`src/rtl/wake_pkg.sv`:
```
// package: register map, field positions, reset values and pattern constants of the wake frame detector
package wake_pkg;
    // printed offsets are register indices; byte address is four times the index
    localparam logic [9:0] IDX_STATION_LO = 10'h010;
    localparam logic [9:0] IDX_STATION_HI = 10'h014;
    localparam logic [9:0] IDX_WAKE_CTRL = 10'h02a;
    localparam logic [9:0] IDX_DEF0 = 10'h030;
    localparam logic [9:0] IDX_DEF1 = 10'h040;
    localparam logic [9:0] IDX_DEF2 = 10'h050;
    localparam logic [9:0] IDX_DEF3 = 10'h060;
    localparam logic [9:0] IDX_DEF_STEP = 10'h004;
    localparam logic [9:0] IDX_IRQ_ENABLE = 10'h090;
    localparam logic [9:0] IDX_IRQ_STATUS = 10'h092;
    localparam logic [9:0] IDX_IRQ_CLEAR = 10'h093;
    localparam logic [9:0] IDX_NOTIFY = 10'h0d4;

    // wake control fields
    localparam int CTRL_REMOTE_EN_BIT = 7;
    localparam logic [15:0] CTRL_RESET = 16'h0000;
    // interrupt status fields
    localparam int STAT_REMOTE_BIT = 4;
    localparam int STAT_WAKE_BIT = 5;
    localparam logic [15:0] STAT_USED_MASK = 16'h0030;
    localparam logic [15:0] IRQ_ENABLE_RESET = 16'h0000;
    // notify routing fields
    localparam int NOTIFY_IRQ_BIT = 0;
    localparam int NOTIFY_PME_BIT = 1;
    localparam logic [1:0] NOTIFY_RESET = 2'h3;
    localparam logic [47:0] STATION_RESET = 48'h0000_0000_0000;

    // frame check
    localparam logic [31:0] CRC_INIT = 32'hffff_ffff;
    localparam logic [31:0] CRC_POLY = 32'hedb8_8320;
    localparam logic [31:0] CRC_RESIDUE = 32'hdebb_20e3;

    // remote wake pattern
    localparam logic [7:0] SYNC_BYTE = 8'hff;
    localparam logic [2:0] SYNC_LEN = 3'h6;
    localparam logic [2:0] ADDR_BYTES = 3'h6;
    localparam logic [3:0] ADDR_REPS_LAST = 4'hf;
    localparam logic [7:0] MULTICAST_BIT = 8'h01;
endpackage

```
`src/rtl/crc32_byte.sv`:
```
// one byte step of the reflected ethernet crc-32
`timescale 1ns/1ps
module crc32_byte (
    input wire logic [31:0] crc_i,
    input wire logic [7:0] data_i,
    output logic [31:0] crc_o
);
    always_comb begin
        logic [31:0] c;
        c = crc_i;
        for (int i = 0; i < 8; i++) begin
            if (c[0] ^ data_i[i]) begin
                c = (c >> 1) ^ wake_pkg::CRC_POLY;
            end else begin
                c = c >> 1;
            end
        end
        crc_o = c;
    end
endmodule

```
`src/rtl/remote_wake_scanner.sv`:
```
// byte scanner for the sync run followed by sixteen copies of the station address
`timescale 1ns/1ps
module remote_wake_scanner (
    input wire logic clk_i,
    input wire logic rst_i,
    input wire logic start_i,
    input wire logic valid_i,
    input wire logic [7:0] data_i,
    input wire logic [47:0] station_i,
    output logic hit_o
);
    logic [2:0] sync_r, sync_nxt;
    logic [2:0] pos_r, pos_nxt;
    logic [3:0] rep_r, rep_nxt;
    logic in_addr_r, in_addr_nxt;
    logic found_r, found_nxt;
    logic [7:0] want;

    // first address byte on the wire is the top byte of the station address
    always_comb begin
        want = station_i[47 - 8 * pos_r -: 8];
    end

    always_comb begin
        // partial match is dropped at every frame start
        sync_nxt = start_i ? 3'h0 : sync_r;
        pos_nxt = start_i ? 3'h0 : pos_r;
        rep_nxt = start_i ? 4'h0 : rep_r;
        in_addr_nxt = start_i ? 1'b0 : in_addr_r;
        found_nxt = start_i ? 1'b0 : found_r;
        if (valid_i && !found_nxt) begin
            // searched at every byte position, no fixed offset
            if (in_addr_nxt) begin
                if (data_i == want && !start_i) begin
                    if (pos_nxt == wake_pkg::ADDR_BYTES - 3'h1) begin
                        pos_nxt = 3'h0;
                        if (rep_nxt == wake_pkg::ADDR_REPS_LAST) begin
                            found_nxt = 1'b1;
                            in_addr_nxt = 1'b0;
                        end else begin
                            rep_nxt = rep_nxt + 4'h1;
                        end
                    end else begin
                        pos_nxt = pos_nxt + 3'h1;
                    end
                end else if (data_i == wake_pkg::SYNC_BYTE && pos_nxt == 3'h0 && rep_nxt == 4'h0) begin
                    // a sync run longer than six keeps us waiting for the address
                    in_addr_nxt = 1'b1;
                end else begin
                    // any break restarts the search; an 0xff may open a new run
                    in_addr_nxt = 1'b0;
                    pos_nxt = 3'h0;
                    rep_nxt = 4'h0;
                    sync_nxt = (data_i == wake_pkg::SYNC_BYTE) ? 3'h1 : 3'h0;
                end
            end else if (data_i == wake_pkg::SYNC_BYTE) begin
                sync_nxt = sync_nxt + 3'h1;
                if (sync_nxt == wake_pkg::SYNC_LEN) begin
                    in_addr_nxt = 1'b1;
                    sync_nxt = 3'h0;
                end
            end else begin
                sync_nxt = 3'h0;
            end
        end
        hit_o = found_nxt;
    end

    always_ff @(posedge clk_i) begin
        if (rst_i) begin
            sync_r <= 3'h0;
            pos_r <= 3'h0;
            rep_r <= 4'h0;
            in_addr_r <= 1'b0;
            found_r <= 1'b0;
        end else begin
            sync_r <= sync_nxt;
            pos_r <= pos_nxt;
            rep_r <= rep_nxt;
            in_addr_r <= in_addr_nxt;
            found_r <= found_nxt;
        end
    end
endmodule

```
`src/rtl/wake_frame_detector.sv`:
```
// wake frame detector: crc-signature wake frames, remote wake pattern, apb registers, events
//
// Added by the designer: the APB slave port.
`timescale 1ns/1ps
module wake_frame_detector #(
    parameter int NUM_WAKE = 4,
    parameter int MASK_BYTES = 64
) (
    input wire logic REF_CLK_I,
    input wire logic RST_I,
    input wire logic PSEL_I,
    input wire logic PENABLE_I,
    input wire logic PWRITE_I,
    input wire logic [11:0] PADDR_I,
    input wire logic [31:0] PWDATA_I,
    output logic [31:0] PRDATA_O,
    output logic PREADY_O,
    output logic PSLVERR_O,
    input wire logic RX_VALID_I,
    input wire logic RX_SOF_I,
    input wire logic RX_EOF_I,
    input wire logic [7:0] RX_DATA_I,
    output logic IRQ_O,
    output logic HOST_IRQ_OUT_N_O,
    output logic POWER_EVENT_OUT_O
);
    if (NUM_WAKE < 1 || NUM_WAKE > 4) begin : g_bad_num
        $error("NUM_WAKE must lie between 1 and 4");
    end
    if (MASK_BYTES < 1 || MASK_BYTES > 64) begin : g_bad_mask
        $error("MASK_BYTES must lie between 1 and 64");
    end

    localparam logic [9:0] DEF_BASE [4] = '{wake_pkg::IDX_DEF0, wake_pkg::IDX_DEF1,
                                            wake_pkg::IDX_DEF2, wake_pkg::IDX_DEF3};

    // ---------------- register state ----------------
    logic [15:0] ctrl_r, ctrl_nxt;
    logic [47:0] station_r, station_nxt;
    logic [15:0] ien_r, ien_nxt;
    logic [15:0] stat_r, stat_nxt;
    logic [1:0] notify_r, notify_nxt;
    logic [31:0] sig_r [NUM_WAKE];
    logic [31:0] sig_nxt [NUM_WAKE];
    logic [63:0] mask_r [NUM_WAKE];
    logic [63:0] mask_nxt [NUM_WAKE];
    logic [31:0] prdata_r, prdata_nxt;

    logic [9:0] idx;
    logic setup, wr_acc, hit;
    logic clr_wr;
    logic [31:0] rd_word;

    // ---------------- frame state ----------------
    logic [31:0] crc_r, crc_nxt, crc_base, crc_step;
    logic [6:0] cnt_r, cnt_nxt, cnt_base;
    logic own_r, own_nxt, bc_r, bc_nxt, mc_r, mc_nxt;
    logic [31:0] wcrc_r [NUM_WAKE];
    logic [31:0] wcrc_nxt [NUM_WAKE];
    logic [31:0] wcrc_step [NUM_WAKE];
    logic [NUM_WAKE-1:0] wmatch;
    logic ev_remote, ev_wake, fcs_ok, dest_ok, pattern_hit, frame_end;
    logic own_b, bc_b;

    assign idx = PADDR_I[11:2];
    assign setup = PSEL_I && !PENABLE_I;
    assign wr_acc = PSEL_I && PENABLE_I && PWRITE_I;
    assign clr_wr = wr_acc && hit && idx == wake_pkg::IDX_IRQ_CLEAR;
    assign frame_end = RX_VALID_I && RX_EOF_I;

    // ---------------- apb decode ----------------
    always_comb begin
        rd_word = 32'h0000_0000;
        hit = 1'b1;
        if (PADDR_I[1:0] != 2'h0) begin
            hit = 1'b0;
        end else if (idx == wake_pkg::IDX_STATION_LO) begin
            rd_word = station_r[31:0];
        end else if (idx == wake_pkg::IDX_STATION_HI) begin
            rd_word = {16'h0000, station_r[47:32]};
        end else if (idx == wake_pkg::IDX_WAKE_CTRL) begin
            rd_word = {16'h0000, ctrl_r};
        end else if (idx == wake_pkg::IDX_IRQ_ENABLE) begin
            rd_word = {16'h0000, ien_r};
        end else if (idx == wake_pkg::IDX_IRQ_STATUS) begin
            rd_word = {16'h0000, stat_r};
        end else if (idx == wake_pkg::IDX_IRQ_CLEAR) begin
            rd_word = 32'h0000_0000;
        end else if (idx == wake_pkg::IDX_NOTIFY) begin
            rd_word = {30'h0, notify_r};
        end else begin
            hit = 1'b0;
            for (int k = 0; k < NUM_WAKE; k++) begin
                if (idx == DEF_BASE[k]) begin
                    hit = 1'b1;
                    rd_word = sig_r[k];
                end else if (idx == DEF_BASE[k] + wake_pkg::IDX_DEF_STEP) begin
                    hit = 1'b1;
                    rd_word = mask_r[k][31:0];
                end else if (idx == DEF_BASE[k] + 10'(2 * wake_pkg::IDX_DEF_STEP)) begin
                    hit = 1'b1;
                    rd_word = mask_r[k][63:32];
                end
            end
        end
    end

    // zero wait state: read data is captured in the setup cycle
    assign PREADY_O = 1'b1;
    assign PSLVERR_O = PSEL_I && PENABLE_I && !hit;
    assign PRDATA_O = prdata_r;

    // read data is fetched in the setup cycle so the access phase needs no wait state
    always_comb begin
        prdata_nxt = setup ? (PWRITE_I ? 32'h0000_0000 : rd_word) : prdata_r;
    end

    always_comb begin
        ctrl_nxt = ctrl_r;
        station_nxt = station_r;
        ien_nxt = ien_r;
        notify_nxt = notify_r;
        for (int k = 0; k < NUM_WAKE; k++) begin
            sig_nxt[k] = sig_r[k];
            mask_nxt[k] = mask_r[k];
        end
        if (wr_acc && hit && PADDR_I[1:0] == 2'h0) begin
            if (idx == wake_pkg::IDX_STATION_LO) begin
                station_nxt[31:0] = PWDATA_I;
            end
            if (idx == wake_pkg::IDX_STATION_HI) begin
                station_nxt[47:32] = PWDATA_I[15:0];
            end
            if (idx == wake_pkg::IDX_WAKE_CTRL) begin
                ctrl_nxt = PWDATA_I[15:0];
            end
            if (idx == wake_pkg::IDX_IRQ_ENABLE) begin
                ien_nxt = PWDATA_I[15:0] & wake_pkg::STAT_USED_MASK;
            end
            if (idx == wake_pkg::IDX_NOTIFY) begin
                notify_nxt = PWDATA_I[1:0];
            end
            for (int k = 0; k < NUM_WAKE; k++) begin
                // definition block: signature, then byte mask low and high
                if (idx == DEF_BASE[k]) begin
                    sig_nxt[k] = PWDATA_I;
                end
                if (idx == DEF_BASE[k] + wake_pkg::IDX_DEF_STEP) begin
                    mask_nxt[k][31:0] = PWDATA_I;
                end
                if (idx == DEF_BASE[k] + 10'(2 * wake_pkg::IDX_DEF_STEP)) begin
                    mask_nxt[k][63:32] = PWDATA_I;
                end
            end
        end
    end

    // ---------------- receive path ----------------
    // a start byte begins a fresh frame even if the previous one never ended
    assign crc_base = RX_SOF_I ? wake_pkg::CRC_INIT : crc_r;
    assign cnt_base = RX_SOF_I ? 7'h00 : cnt_r;

    crc32_byte u_fcs (
        .crc_i(crc_base),
        .data_i(RX_DATA_I),
        .crc_o(crc_step)
    );

    for (genvar k = 0; k < NUM_WAKE; k++) begin : g_wake
        logic [31:0] wbase;
        logic use_byte;
        assign wbase = RX_SOF_I ? wake_pkg::CRC_INIT : wcrc_r[k];
        // only masked bytes within the first MASK_BYTES feed the signature
        assign use_byte = (cnt_base < 7'(MASK_BYTES)) && mask_r[k][cnt_base[5:0]];
        crc32_byte u_sig (
            .crc_i(wbase),
            .data_i(RX_DATA_I),
            .crc_o(wcrc_step[k])
        );
        assign wcrc_nxt[k] = !RX_VALID_I ? wcrc_r[k] : (use_byte ? wcrc_step[k] : wbase);
        // each type is only recognised while its own enable bit is set
        assign wmatch[k] = ctrl_r[k] && (~wcrc_nxt[k] == sig_r[k]);
    end

    remote_wake_scanner u_scan (
        .clk_i(REF_CLK_I),
        .rst_i(RST_I),
        .start_i(RX_VALID_I && RX_SOF_I),
        .valid_i(RX_VALID_I),
        .data_i(RX_DATA_I),
        .station_i(station_r),
        .hit_o(pattern_hit)
    );

    // running frame check and byte position; the count saturates on long frames
    always_comb begin
        crc_nxt = RX_VALID_I ? crc_step : crc_r;
        cnt_nxt = cnt_r;
        if (RX_VALID_I) begin
            if (cnt_base != 7'h7f) begin
                cnt_nxt = cnt_base + 7'h01;
            end else begin
                cnt_nxt = cnt_base;
            end
        end
    end

    // destination check over the first six bytes
    always_comb begin
        // explicit byte pick keeps the select inside the station word past the address field
        case (cnt_base[2:0])
            3'h0: own_b = RX_DATA_I == station_r[47:40];
            3'h1: own_b = RX_DATA_I == station_r[39:32];
            3'h2: own_b = RX_DATA_I == station_r[31:24];
            3'h3: own_b = RX_DATA_I == station_r[23:16];
            3'h4: own_b = RX_DATA_I == station_r[15:8];
            3'h5: own_b = RX_DATA_I == station_r[7:0];
            default: own_b = 1'b0;
        endcase
        bc_b = RX_DATA_I == wake_pkg::SYNC_BYTE;
        own_nxt = RX_SOF_I ? 1'b1 : own_r;
        bc_nxt = RX_SOF_I ? 1'b1 : bc_r;
        mc_nxt = RX_SOF_I ? 1'b0 : mc_r;
        if (RX_VALID_I && cnt_base < 7'(wake_pkg::ADDR_BYTES)) begin
            own_nxt = own_nxt && own_b;
            bc_nxt = bc_nxt && bc_b;
            if (cnt_base == 7'h00) begin
                mc_nxt = (RX_DATA_I & wake_pkg::MULTICAST_BIT) != 8'h00;
            end
        end
    end

    // broadcast and multicast pass too; the pattern itself must carry our address
    assign dest_ok = own_nxt || bc_nxt || mc_nxt;
    assign fcs_ok = crc_step == wake_pkg::CRC_RESIDUE;
    // no protocol checks: pattern, valid frame, accepted destination and the remote enable bit are all needed
    assign ev_remote = frame_end && fcs_ok && dest_ok && ctrl_r[wake_pkg::CTRL_REMOTE_EN_BIT]
                       && pattern_hit;
    assign ev_wake = frame_end && fcs_ok && (|wmatch);

    // ---------------- status and notify ----------------
    always_comb begin
        stat_nxt = stat_r;
        if (clr_wr) begin
            stat_nxt = stat_nxt & ~PWDATA_I[15:0];
        end
        // a new event beats a clear written in the same cycle
        if (ev_remote) begin
            stat_nxt[wake_pkg::STAT_REMOTE_BIT] = 1'b1;
        end
        if (ev_wake) begin
            stat_nxt[wake_pkg::STAT_WAKE_BIT] = 1'b1;
        end
    end

    assign IRQ_O = |(stat_r & ien_r);
    // routing lets software pick the host line, the power event, or both
    assign HOST_IRQ_OUT_N_O = !(IRQ_O && notify_r[wake_pkg::NOTIFY_IRQ_BIT]);
    // power event is not gated by the interrupt enable so it works with the host asleep
    assign POWER_EVENT_OUT_O = notify_r[wake_pkg::NOTIFY_PME_BIT]
                               && (|(stat_r & wake_pkg::STAT_USED_MASK));

    // ---------------- registers ----------------
    always_ff @(posedge REF_CLK_I) begin
        if (RST_I) begin
            ctrl_r <= wake_pkg::CTRL_RESET;
            station_r <= wake_pkg::STATION_RESET;
            ien_r <= wake_pkg::IRQ_ENABLE_RESET;
            notify_r <= wake_pkg::NOTIFY_RESET;
            for (int k = 0; k < NUM_WAKE; k++) begin
                sig_r[k] <= 32'h0000_0000;
                mask_r[k] <= 64'h0000_0000_0000_0000;
            end
        end else begin
            ctrl_r <= ctrl_nxt;
            station_r <= station_nxt;
            ien_r <= ien_nxt;
            notify_r <= notify_nxt;
            for (int k = 0; k < NUM_WAKE; k++) begin
                sig_r[k] <= sig_nxt[k];
                mask_r[k] <= mask_nxt[k];
            end
        end
    end

    always_ff @(posedge REF_CLK_I) begin
        if (RST_I) begin
            prdata_r <= 32'h0000_0000;
        end else begin
            prdata_r <= prdata_nxt;
        end
    end

    // sticky status kept apart from the configuration so a clear never touches setup
    always_ff @(posedge REF_CLK_I) begin
        if (RST_I) begin
            stat_r <= 16'h0000;
        end else begin
            stat_r <= stat_nxt;
        end
    end

    // frame state: running check values, byte position and destination flags
    always_ff @(posedge REF_CLK_I) begin
        if (RST_I) begin
            crc_r <= wake_pkg::CRC_INIT;
            cnt_r <= 7'h00;
            own_r <= 1'b0;
            bc_r <= 1'b0;
            mc_r <= 1'b0;
            for (int k = 0; k < NUM_WAKE; k++) begin
                wcrc_r[k] <= wake_pkg::CRC_INIT;
            end
        end else begin
            crc_r <= crc_nxt;
            cnt_r <= cnt_nxt;
            own_r <= own_nxt;
            bc_r <= bc_nxt;
            mc_r <= mc_nxt;
            for (int k = 0; k < NUM_WAKE; k++) begin
                wcrc_r[k] <= wcrc_nxt[k];
            end
        end
    end
endmodule

```
`config.mk`:
```
export PLATFORM = sky130hd
export DESIGN_NAME = wake_frame_detector
export DESIGN_NICKNAME = d
export VERILOG_FILES = /design/src/rtl/wake_pkg.sv /design/src/rtl/crc32_byte.sv /design/src/rtl/remote_wake_scanner.sv /design/src/rtl/wake_frame_detector.sv
export SDC_FILE = /design/constraint.sdc
export NUM_CORES = 2
export LEC_CHECK = 0
export BUFFER_PORTS_ARGS = -buffer_cell sky130_fd_sc_hd__buf_2
export CAP_MARGIN = 40
export CORE_ASPECT_RATIO = 1.5
export CORE_MARGIN = 1
export CORE_UTILIZATION = 40
export DETAILED_ROUTE_END_ITERATION = 8
export GPL_TIMING_DRIVEN = 0
export PLACE_DENSITY = 0.55
export RECOVER_POWER = 50
export SETUP_SLACK_MARGIN = 0.3
export SLEW_MARGIN = 20
export SYNTH_ARGS = -nofsm -noshare
export SYNTH_HDL_FRONTEND = slang
export SYNTH_HIERARCHICAL = 1
export SYNTH_SLANG_ARGS = --single-unit
```
`constraint.sdc`:
```
create_clock -name REF_CLK_I -period 7.1 [get_ports REF_CLK_I]
set_input_delay 0.71 -clock REF_CLK_I [delete_from_list [all_inputs] [get_ports REF_CLK_I]]
set_output_delay 0.71 -clock REF_CLK_I [all_outputs]
set_load 0.1 [all_outputs]
```
Yosys cells after proc, flatten, opt, wreduce, memory -nomap -nowiden
Memory sizes are Yosys's and may differ from the RTL's.
Cells that the tools add are included.
- memories: 3
- bits in registers: 170
- word-level logic and storage cells: 405
- input port bits: 60
- RAM bits: 512
- output and inout bits: 37
- memories (memory ; words ; bits a word ; read ports ; clocked after Yosys merged registers in ; wr ports ; RTL line ; source):
    mask_r ; 4 ; 64 ; 4 ; 0 ; 4 ; wake_frame_detector.sv:45 ; logic [63:0] mask_r [NUM_WAKE];
    sig_r ; 4 ; 32 ; 4 ; 0 ; 4 ; wake_frame_detector.sv:43 ; logic [31:0] sig_r [NUM_WAKE];
    wcrc_r ; 4 ; 32 ; 4 ; 0 ; 4 ; wake_frame_detector.sv:58 ; logic [31:0] wcrc_r [NUM_WAKE];
- equal/unequal tests: 41
- mux-type cells: 180
- shifts and indexed selects: 1
- bitwise operators: 99
- add/sub/neg operators: 5
- order comparisons: 3
- reductions and logical operators: 54
- operators with widths (operator ; count):
    $mux W32 ; 94
    $not A13 Y14 ; 40
    $mux W256 ; 1
    $mux W64 ; 4
    $eq A32 B32 Y1 ; 4
    $mux W128 ; 1
    $not A32 Y32 ; 4
    $eq A10 B7 Y1 const B ; 9
    $eq A8 B8 Y1 ; 7
    $shiftx A55 B33 Y8 ; 1
    $mux W1 ; 52
    $eq A10 B6 Y1 const B ; 4
    $eq A10 B8 Y1 const B ; 4
    $xor A1 B1 Y1 ; 40
    $mux W3 ; 13
    $eq A32 B32 Y1 const B ; 1
    $logic_and A1 B1 Y1 ; 31
    $mux W4 ; 7
    $bmux W1 S6 ; 4
    $eq A10 B5 Y1 const B ; 2
    $and A16 B16 Y16 ; 1
    $and A16 B6 Y16 ; 1
    $not A16 Y16 ; 1
    $reduce_or A16 Y1 ; 1
    other kinds (27) ; 56

Logic depth before layout (Yosys ltp)
An unclocked memory read counts as a cell.
- depth after elaboration: 26
- gate-level depth with buffers: 23
- mapped depth without buffers: 15

Modules after synthesis
Netlist, hierarchy kept.
- modules (own cells, without submodules) (module ; instances ; cells each ; area an instance (sq um) ; seq. area each (sq um)):
    wake_frame_detector ; 1 ; 4522 ; 34037.6 ; 13412.9
    crc32_byte ; 5 ; 70 ; 769.5 ; 0.0
    remote_wake_scanner ; 1 ; 174 ; 1446.4 ; 240.2

Least setup slack after synthesis
No wires, ideal clock.
- kind: input -> register
- start point: input RX_SOF_I
- end point: register stat_r[5]
- slack: 1.587 ns
- buffers on the path: 8
- setup time: 0.059 ns
- required time: 7.041 ns
- stages on the path: 23
- arrival: 5.454 ns
- cell sequence: clkbuf_1 > buf_2 > buf_2 > buf_2 > buf_2 > clkbuf_1 > clkbuf_1 > clkbuf_1 > or2_2 > xor2_2 > xor2_2 > xnor3_1 > xor2_1 > a22o_1 > a221oi_1 > o2111ai_1 > a2111oi_0 > nand4_1 > mux2i_1 > nand4_1 > o31a_1 > o31ai_1 > o31a_1
- RTL lines (item ; RTL line ; source):
    from (decl) ; wake_frame_detector.sv:20 ; input wire logic RX_SOF_I,
    to (signal assigned) ; wake_frame_detector.sv:299 ; stat_r <= stat_nxt;
    to (decl) ; wake_frame_detector.sv:41 ; logic [15:0] stat_r, stat_nxt;

Final worst setup path
- start point: register cnt_r[2]
- end point: register stat_r[5]
- word-level cells in the longest chain between the ends: 12
- elaborated cells between the ends (all ways): 38
- classes of those cells: order compare: 1; eq/ne: 4; mux: 18; bitwise: 4; reduce/logical: 11
- ends and longest elaborated chain (item ; RTL line ; source):
    from (decl) ; wake_frame_detector.sv:56 ; logic [6:0] cnt_r, cnt_nxt, cnt_base;
    from (signal assigned) ; wake_frame_detector.sv:316 ; cnt_r <= cnt_nxt;
    $mux W7 * ; wake_frame_detector.sv:161 ; assign cnt_base = RX_SOF_I ? 7'h00 : cnt_r;
    $bmux W1 S6 ; wake_frame_detector.sv:174 ; assign use_byte = (cnt_base < 7'(MASK_BYTES)) && mask_r[k][cnt_base[5:0]];
    $mux W1 (implied by the code) ; wake_frame_detector.sv:174 ;
    $logic_and A1 B1 Y1 ; wake_frame_detector.sv:174 ;
    $mux W32 (2 in series) ; wake_frame_detector.sv:180 ; assign wcrc_nxt[k] = !RX_VALID_I ? wcrc_r[k] : (use_byte ? wcrc_step[k] : wbase);
    $not A32 Y32 ; wake_frame_detector.sv:182 ; assign wmatch[k] = ctrl_r[k] && (~wcrc_nxt[k] == sig_r[k]);
    $eq A32 B32 Y1 ; wake_frame_detector.sv:182 ;
    $logic_and A1 B1 Y1 ; wake_frame_detector.sv:182 ;
    $reduce_or A4 Y1 * ; wake_frame_detector.sv:239 ; assign ev_wake = frame_end && fcs_ok && (|wmatch);
    $logic_and A1 B1 Y1 * ; wake_frame_detector.sv:239 ;
    $mux W1 / $reduce_bool A2 Y1 (equally long branches) ; -- ;
Every way passes the cells marked *; elsewhere a longest branch is shown, timed or not. The select of a mux whose other input is x is not followed.
A chain may end at the register's enable or synchronous reset.

==> impl_summary.log <==
[metrics] remaining max-slew budget at the tightest pin: -20.5%
[metrics] category of the worst setup path launch point: flip-flop
[metrics] number of vias per cell: 6.33
[metrics] cell depth of the worst flop-to-flop path: 17
[metrics] starting utilization of the core area: around two fifths
[metrics] number of buffers inserted during clock tree synthesis: between 70 and 80
[metrics] number of global-route vias before repair: between 30k and 40k
[metrics] Worst EP required: roughly 7.7 ns
[metrics] vertical die dimension: ~390 um
[metrics] peak supply drop: about 0.22 mV
[metrics] Final nets: around 5.4k
[metrics] total of fill cells in the finished design: just under 10k
[metrics] number of different library cells in the post-synthesis netlist: 95
[metrics] setup slack, reg-to-reg: 0.22 ns
[metrics] beginning of the critical path: cnt_r[2]
[metrics] P&R area growth vs syn: 14.1%
[metrics] unrepaired setup endpoints after global routing: no
[metrics] Highest Clock Rate: around 150 MHz
[metrics] number of hold-slack violations in the final timing report: 0
[metrics] Detail Route Antenna Nets: 0
[metrics] average routed wire per standard cell: roughly 36 um
[metrics] mean post-synth cell area: approximately 8 sq um
[metrics] Post-synth top flop: dfxtp_1
[metrics] min Tclk post-route: 6.88 ns
[metrics] arrival time of the worst setup path: 7.51 ns
[metrics] number of search-and-repair iterations in the first detailed-routing pass: 7
[metrics] via count: approximately 42k
[metrics] static leakage: roughly 15 nW
[metrics] number of max-capacitance violations reported: 2
[metrics] violated checks: max-capacitance violations, max-slew violations
[metrics] Die ar.: roughly 100,000 sq um
[metrics] Max Clock Skew: between 0.02 and 0.025 ns
[metrics] nets in the synthesized netlist: 5,116
[metrics] number of flops mapped to enable cells by yosys: 0
[metrics] CTS Root Buffer Type: clkbuf_16
[metrics] initial antenna violation count: 10
[metrics] final weighted congestion of routability-driven global placement: roughly 1.1
[metrics] Syn Inst Count: just over 5k
[metrics] ratio of cells with drive above 1 in the final layout: around 11%
[metrics] startpoint of the lowest-slack register-to-register path: cnt_r[2]
[metrics] post-detailed-routing wire length: between 200,000 and 250,000 um
[metrics] core area: 97,200 sq um
[metrics] I/O Buffers: 76
[metrics] half-perimeter wire length of the detailed placement result: roughly 180,000 um
[metrics] Worst Setup Path Type: flip-flop to flip-flop
[metrics] initial detailed-routing violation count: between 5k and 6k
[metrics] capturing instance or port of the critical path: stat_r[5]
[metrics] endpoint of the most critical register-to-register path: stat_r[5]
[metrics] number of clock sinks seen by CTS: just under 700
[metrics] source-to-sink clock delay at the later pin of the worst-skew pair: between 0.6 and 0.7 ns
[metrics] FF+latch count, synth: roughly 680
[metrics] Mapped Area: 39,300 sq um
[metrics] overflow left after global routing: 0
[metrics] Post-Route Utilization: 46.1%
[metrics] total number of placement rows: between 100 and 150
[metrics] Remaining DRCs: 0
[metrics] Final Cycle Share: 97.0%
[metrics] run status: finished, violations left
[metrics] GRT Resource Usage Total: a little under half
[metrics] largest net degree at the start of global routing: 15
[metrics] final setup violating endpoints: 0
[metrics] PD cells: roughly 230 nW/um^2
[metrics] Min-Delay Path Class: input pin to flip-flop
[metrics] share of the yosys chip area belonging to registers: 34.7%
[metrics] worst hold slack: ~0.36 ns
[metrics] number of warning messages in the yosys log: 6
[metrics] num ports: 97
[metrics] horizontal die dimension: roughly 260 um
[metrics] maximum fanout encountered on the critical timing path: 10
[metrics] fraction of registers with async set/reset: 0%
[metrics] wire length of the first global-routing pass: roughly 320,000 um
[metrics] worst slew pin tran: around 1.8 ns
[metrics] hold path startpoint: PWDATA_I[26]
[metrics] clock slew at reported path FFs: around 0.070 ns
[metrics] CTS tree: built
[metrics] number of buffers on the longest clock path: 3
[metrics] H-tree Lvls: 3
[metrics] Worst Setup End Kind: flip-flop
[metrics] Max Transition Viols Final: 18
-- worst min path at each step --
stage | to | depth (start not counted)
after floorplan | crc_r[5] | 2
after global placement | PRDATA_O[10] | 2
after detailed placement | PRDATA_O[10] | 2
after CTS | sig_r[0][31] | 3
after global routing | mask_r[3][60] | 3
final | station_r[26] | 3
-- layout by cell type, fill, tap and decap left out, types with 22 or more instances in the layout --
| cell type | n |
|---|---|
| a21oi_1 | 534 |
| a221oi_1 | 62 |
| a222oi_1 | 39 |
| a22o_1 | 32 |
| a22oi_1 | 90 |
| a31oi_1 | 22 |
| buf_2 | 75 |
| buf_4 | 22 |
| buf_6 | 46 |
| clkbuf_1 | 366 |
| clkbuf_16 | 78 |
| clkbuf_2 | 37 |
| dfxtp_1 | 682 |
| inv_1 | 63 |
| mux2_2 | 28 |
| mux2i_1 | 138 |
| nand2_1 | 1179 |
| nand2b_1 | 53 |
| nand3_1 | 34 |
| nand4_1 | 56 |
| nor2_1 | 224 |
| nor3_1 | 73 |
| nor3b_1 | 33 |
| nor4_1 | 42 |
| o211ai_1 | 50 |
| o21ai_0 | 187 |
| o221ai_1 | 23 |
| o22ai_1 | 87 |
| or2_2 | 167 |
| or3_1 | 39 |
| xnor2_1 | 263 |
| xnor2_2 | 23 |
| xor2_1 | 84 |
-- through the flow --
step           setup WS (ns)  std cells  area, sq um  total power (W)  TNS (ns)
5_1_grt                0.230       6618        44800           0.0107         0
4_1_cts                0.175       6607        44800           0.0104         0
6_report               0.216       6625        44900           0.0104         0
3_3_place_gp           -1.98       6400        41300          0.00608    -14.21
2_1_floorplan           1.59       5046        39300          0.00540         0
3_5_place_dp           -1.45       6471        42200          0.00610     -3.06
-- cell families (layout without fill, tap and decap cells) --
family	Yosys count	in the layout	share of synthesized area, %
and+or+nand+nor	2007	2007	23.1
other	1	8	0.00953
xor gates and xnor gates	416	416	11.3
muxes	192	192	5.54
buffers and inverters	474	768	4.86
adders and majority gates	10	10	0.318
AOI/OAI and AO/OA	1264	1264	20.3
DFF	682	682	34.7
-- routing by layer --
layer	part of all wire [%]	global-route usage [%]
met4	11	44.9
met5	0.030	0
met1	36	52.8
met2	43	72.1
met3	8.9	11.4
-- power by group --
group | switching [W] | internal [W]
clock network | 0.00186 | 0.00248
logic | 0.00137 | 0.000759
registers | 0.0000571 | 0.00392
total | 0.00329 | 0.00716
-- registers in the layout, summed over array words and instances (netlist names), 2 cells and up --
name           cells
stat_r            16
PRDATA_O          32
wcrc_r           128
cnt_r              7
station_r         48
u_scan/rep_r       4
u_scan/pos_r       3
ien_r              2
notify_r           2
crc_r             32
u_scan/sync_r      3
mask_r           256
sig_r            128
ctrl_r            16
-- cell usage after synthesis, types with 16 or more instances --
cell / instances / share of area (%)
mux2i_1: 138 / 3.5
or2_2: 167 / 2.7
xnor2_2: 25 / 1.0
nor4_1: 44 / 0.70
inv_1: 63 / 0.60
xor2_2: 25 / 1.0
nor3b_1: 33 / 0.63
mux2_2: 28 / 0.80
nand2b_1: 53 / 0.84
xor2_1: 81 / 1.8
o211ai_1: 50 / 0.95
a222oi_1: 39 / 0.99
clkbuf_1: 337 / 3.2
dfxtp_1: 682 / 35
nor2_1: 224 / 2.1
o21ai_0: 186 / 2.4
nand2_1: 1179 / 11
a21oi_1: 534 / 6.8
xnor2_1: 260 / 5.8
a221oi_1: 63 / 1.4
a22o_1: 32 / 0.71
buf_2: 38 / 0.48
nand3_1: 34 / 0.43
a211oi_1: 20 / 0.38
a22oi_1: 90 / 1.7
nor2b_1: 20 / 0.32
a31oi_1: 22 / 0.35
and3_1: 20 / 0.32
o22ai_1: 87 / 1.4
buf_1: 17 / 0.16
mux4_2: 16 / 0.92
or3_1: 38 / 0.60
nand4_1: 56 / 0.89
o221ai_1: 23 / 0.51
o2111ai_1: 16 / 0.36
nor3_1: 77 / 0.98
-- cell type report --
class                           instances  area, sq um  share of cell area, %
Timing Repair Buffer                  159         1190                   2.64
Buffer                                407         1710                   3.82
Sequential cell                       682        13700                   30.4
Inverter                               67          251                  0.561
Clock inverter                         33          439                  0.979
Clock buffer                          102         2170                   4.84
Antenna cell                            7         17.5                 0.0390
Tap cell                             1278         1600                   3.56
Multi-Input combinational cell       3890        23800                   53.1
-- what timing repair did --
item | CTS | global route
gates resized for setup | 9 | 17
setup endpoints to repair | 2 | 2
pin swaps | 1 | 1
hold buffers | 0 | 0
setup buffers | 1 | 0
hold endpoints to repair | 0 | 0
-- worst max-delay path, stage by stage (launching register included) --
cell       delay (ns)
dfxtp_1          0.41
clkbuf_1         0.67
clkbuf_1         1.03
buf_2            0.62
mux2i_1          0.16
a221oi_1         0.34
o22ai_1          0.19
a221oi_1         0.51
o211ai_1         0.21
clkbuf_1         0.32
buf_4            0.29
buf_4            0.23
mux2i_1          0.15
a2111oi_0        0.65
o2111ai_1        0.21
o31a_1           0.45
o31ai_4          0.15
o31a_1           0.19
Note: power is estimated with default switching activity, not from simulation.
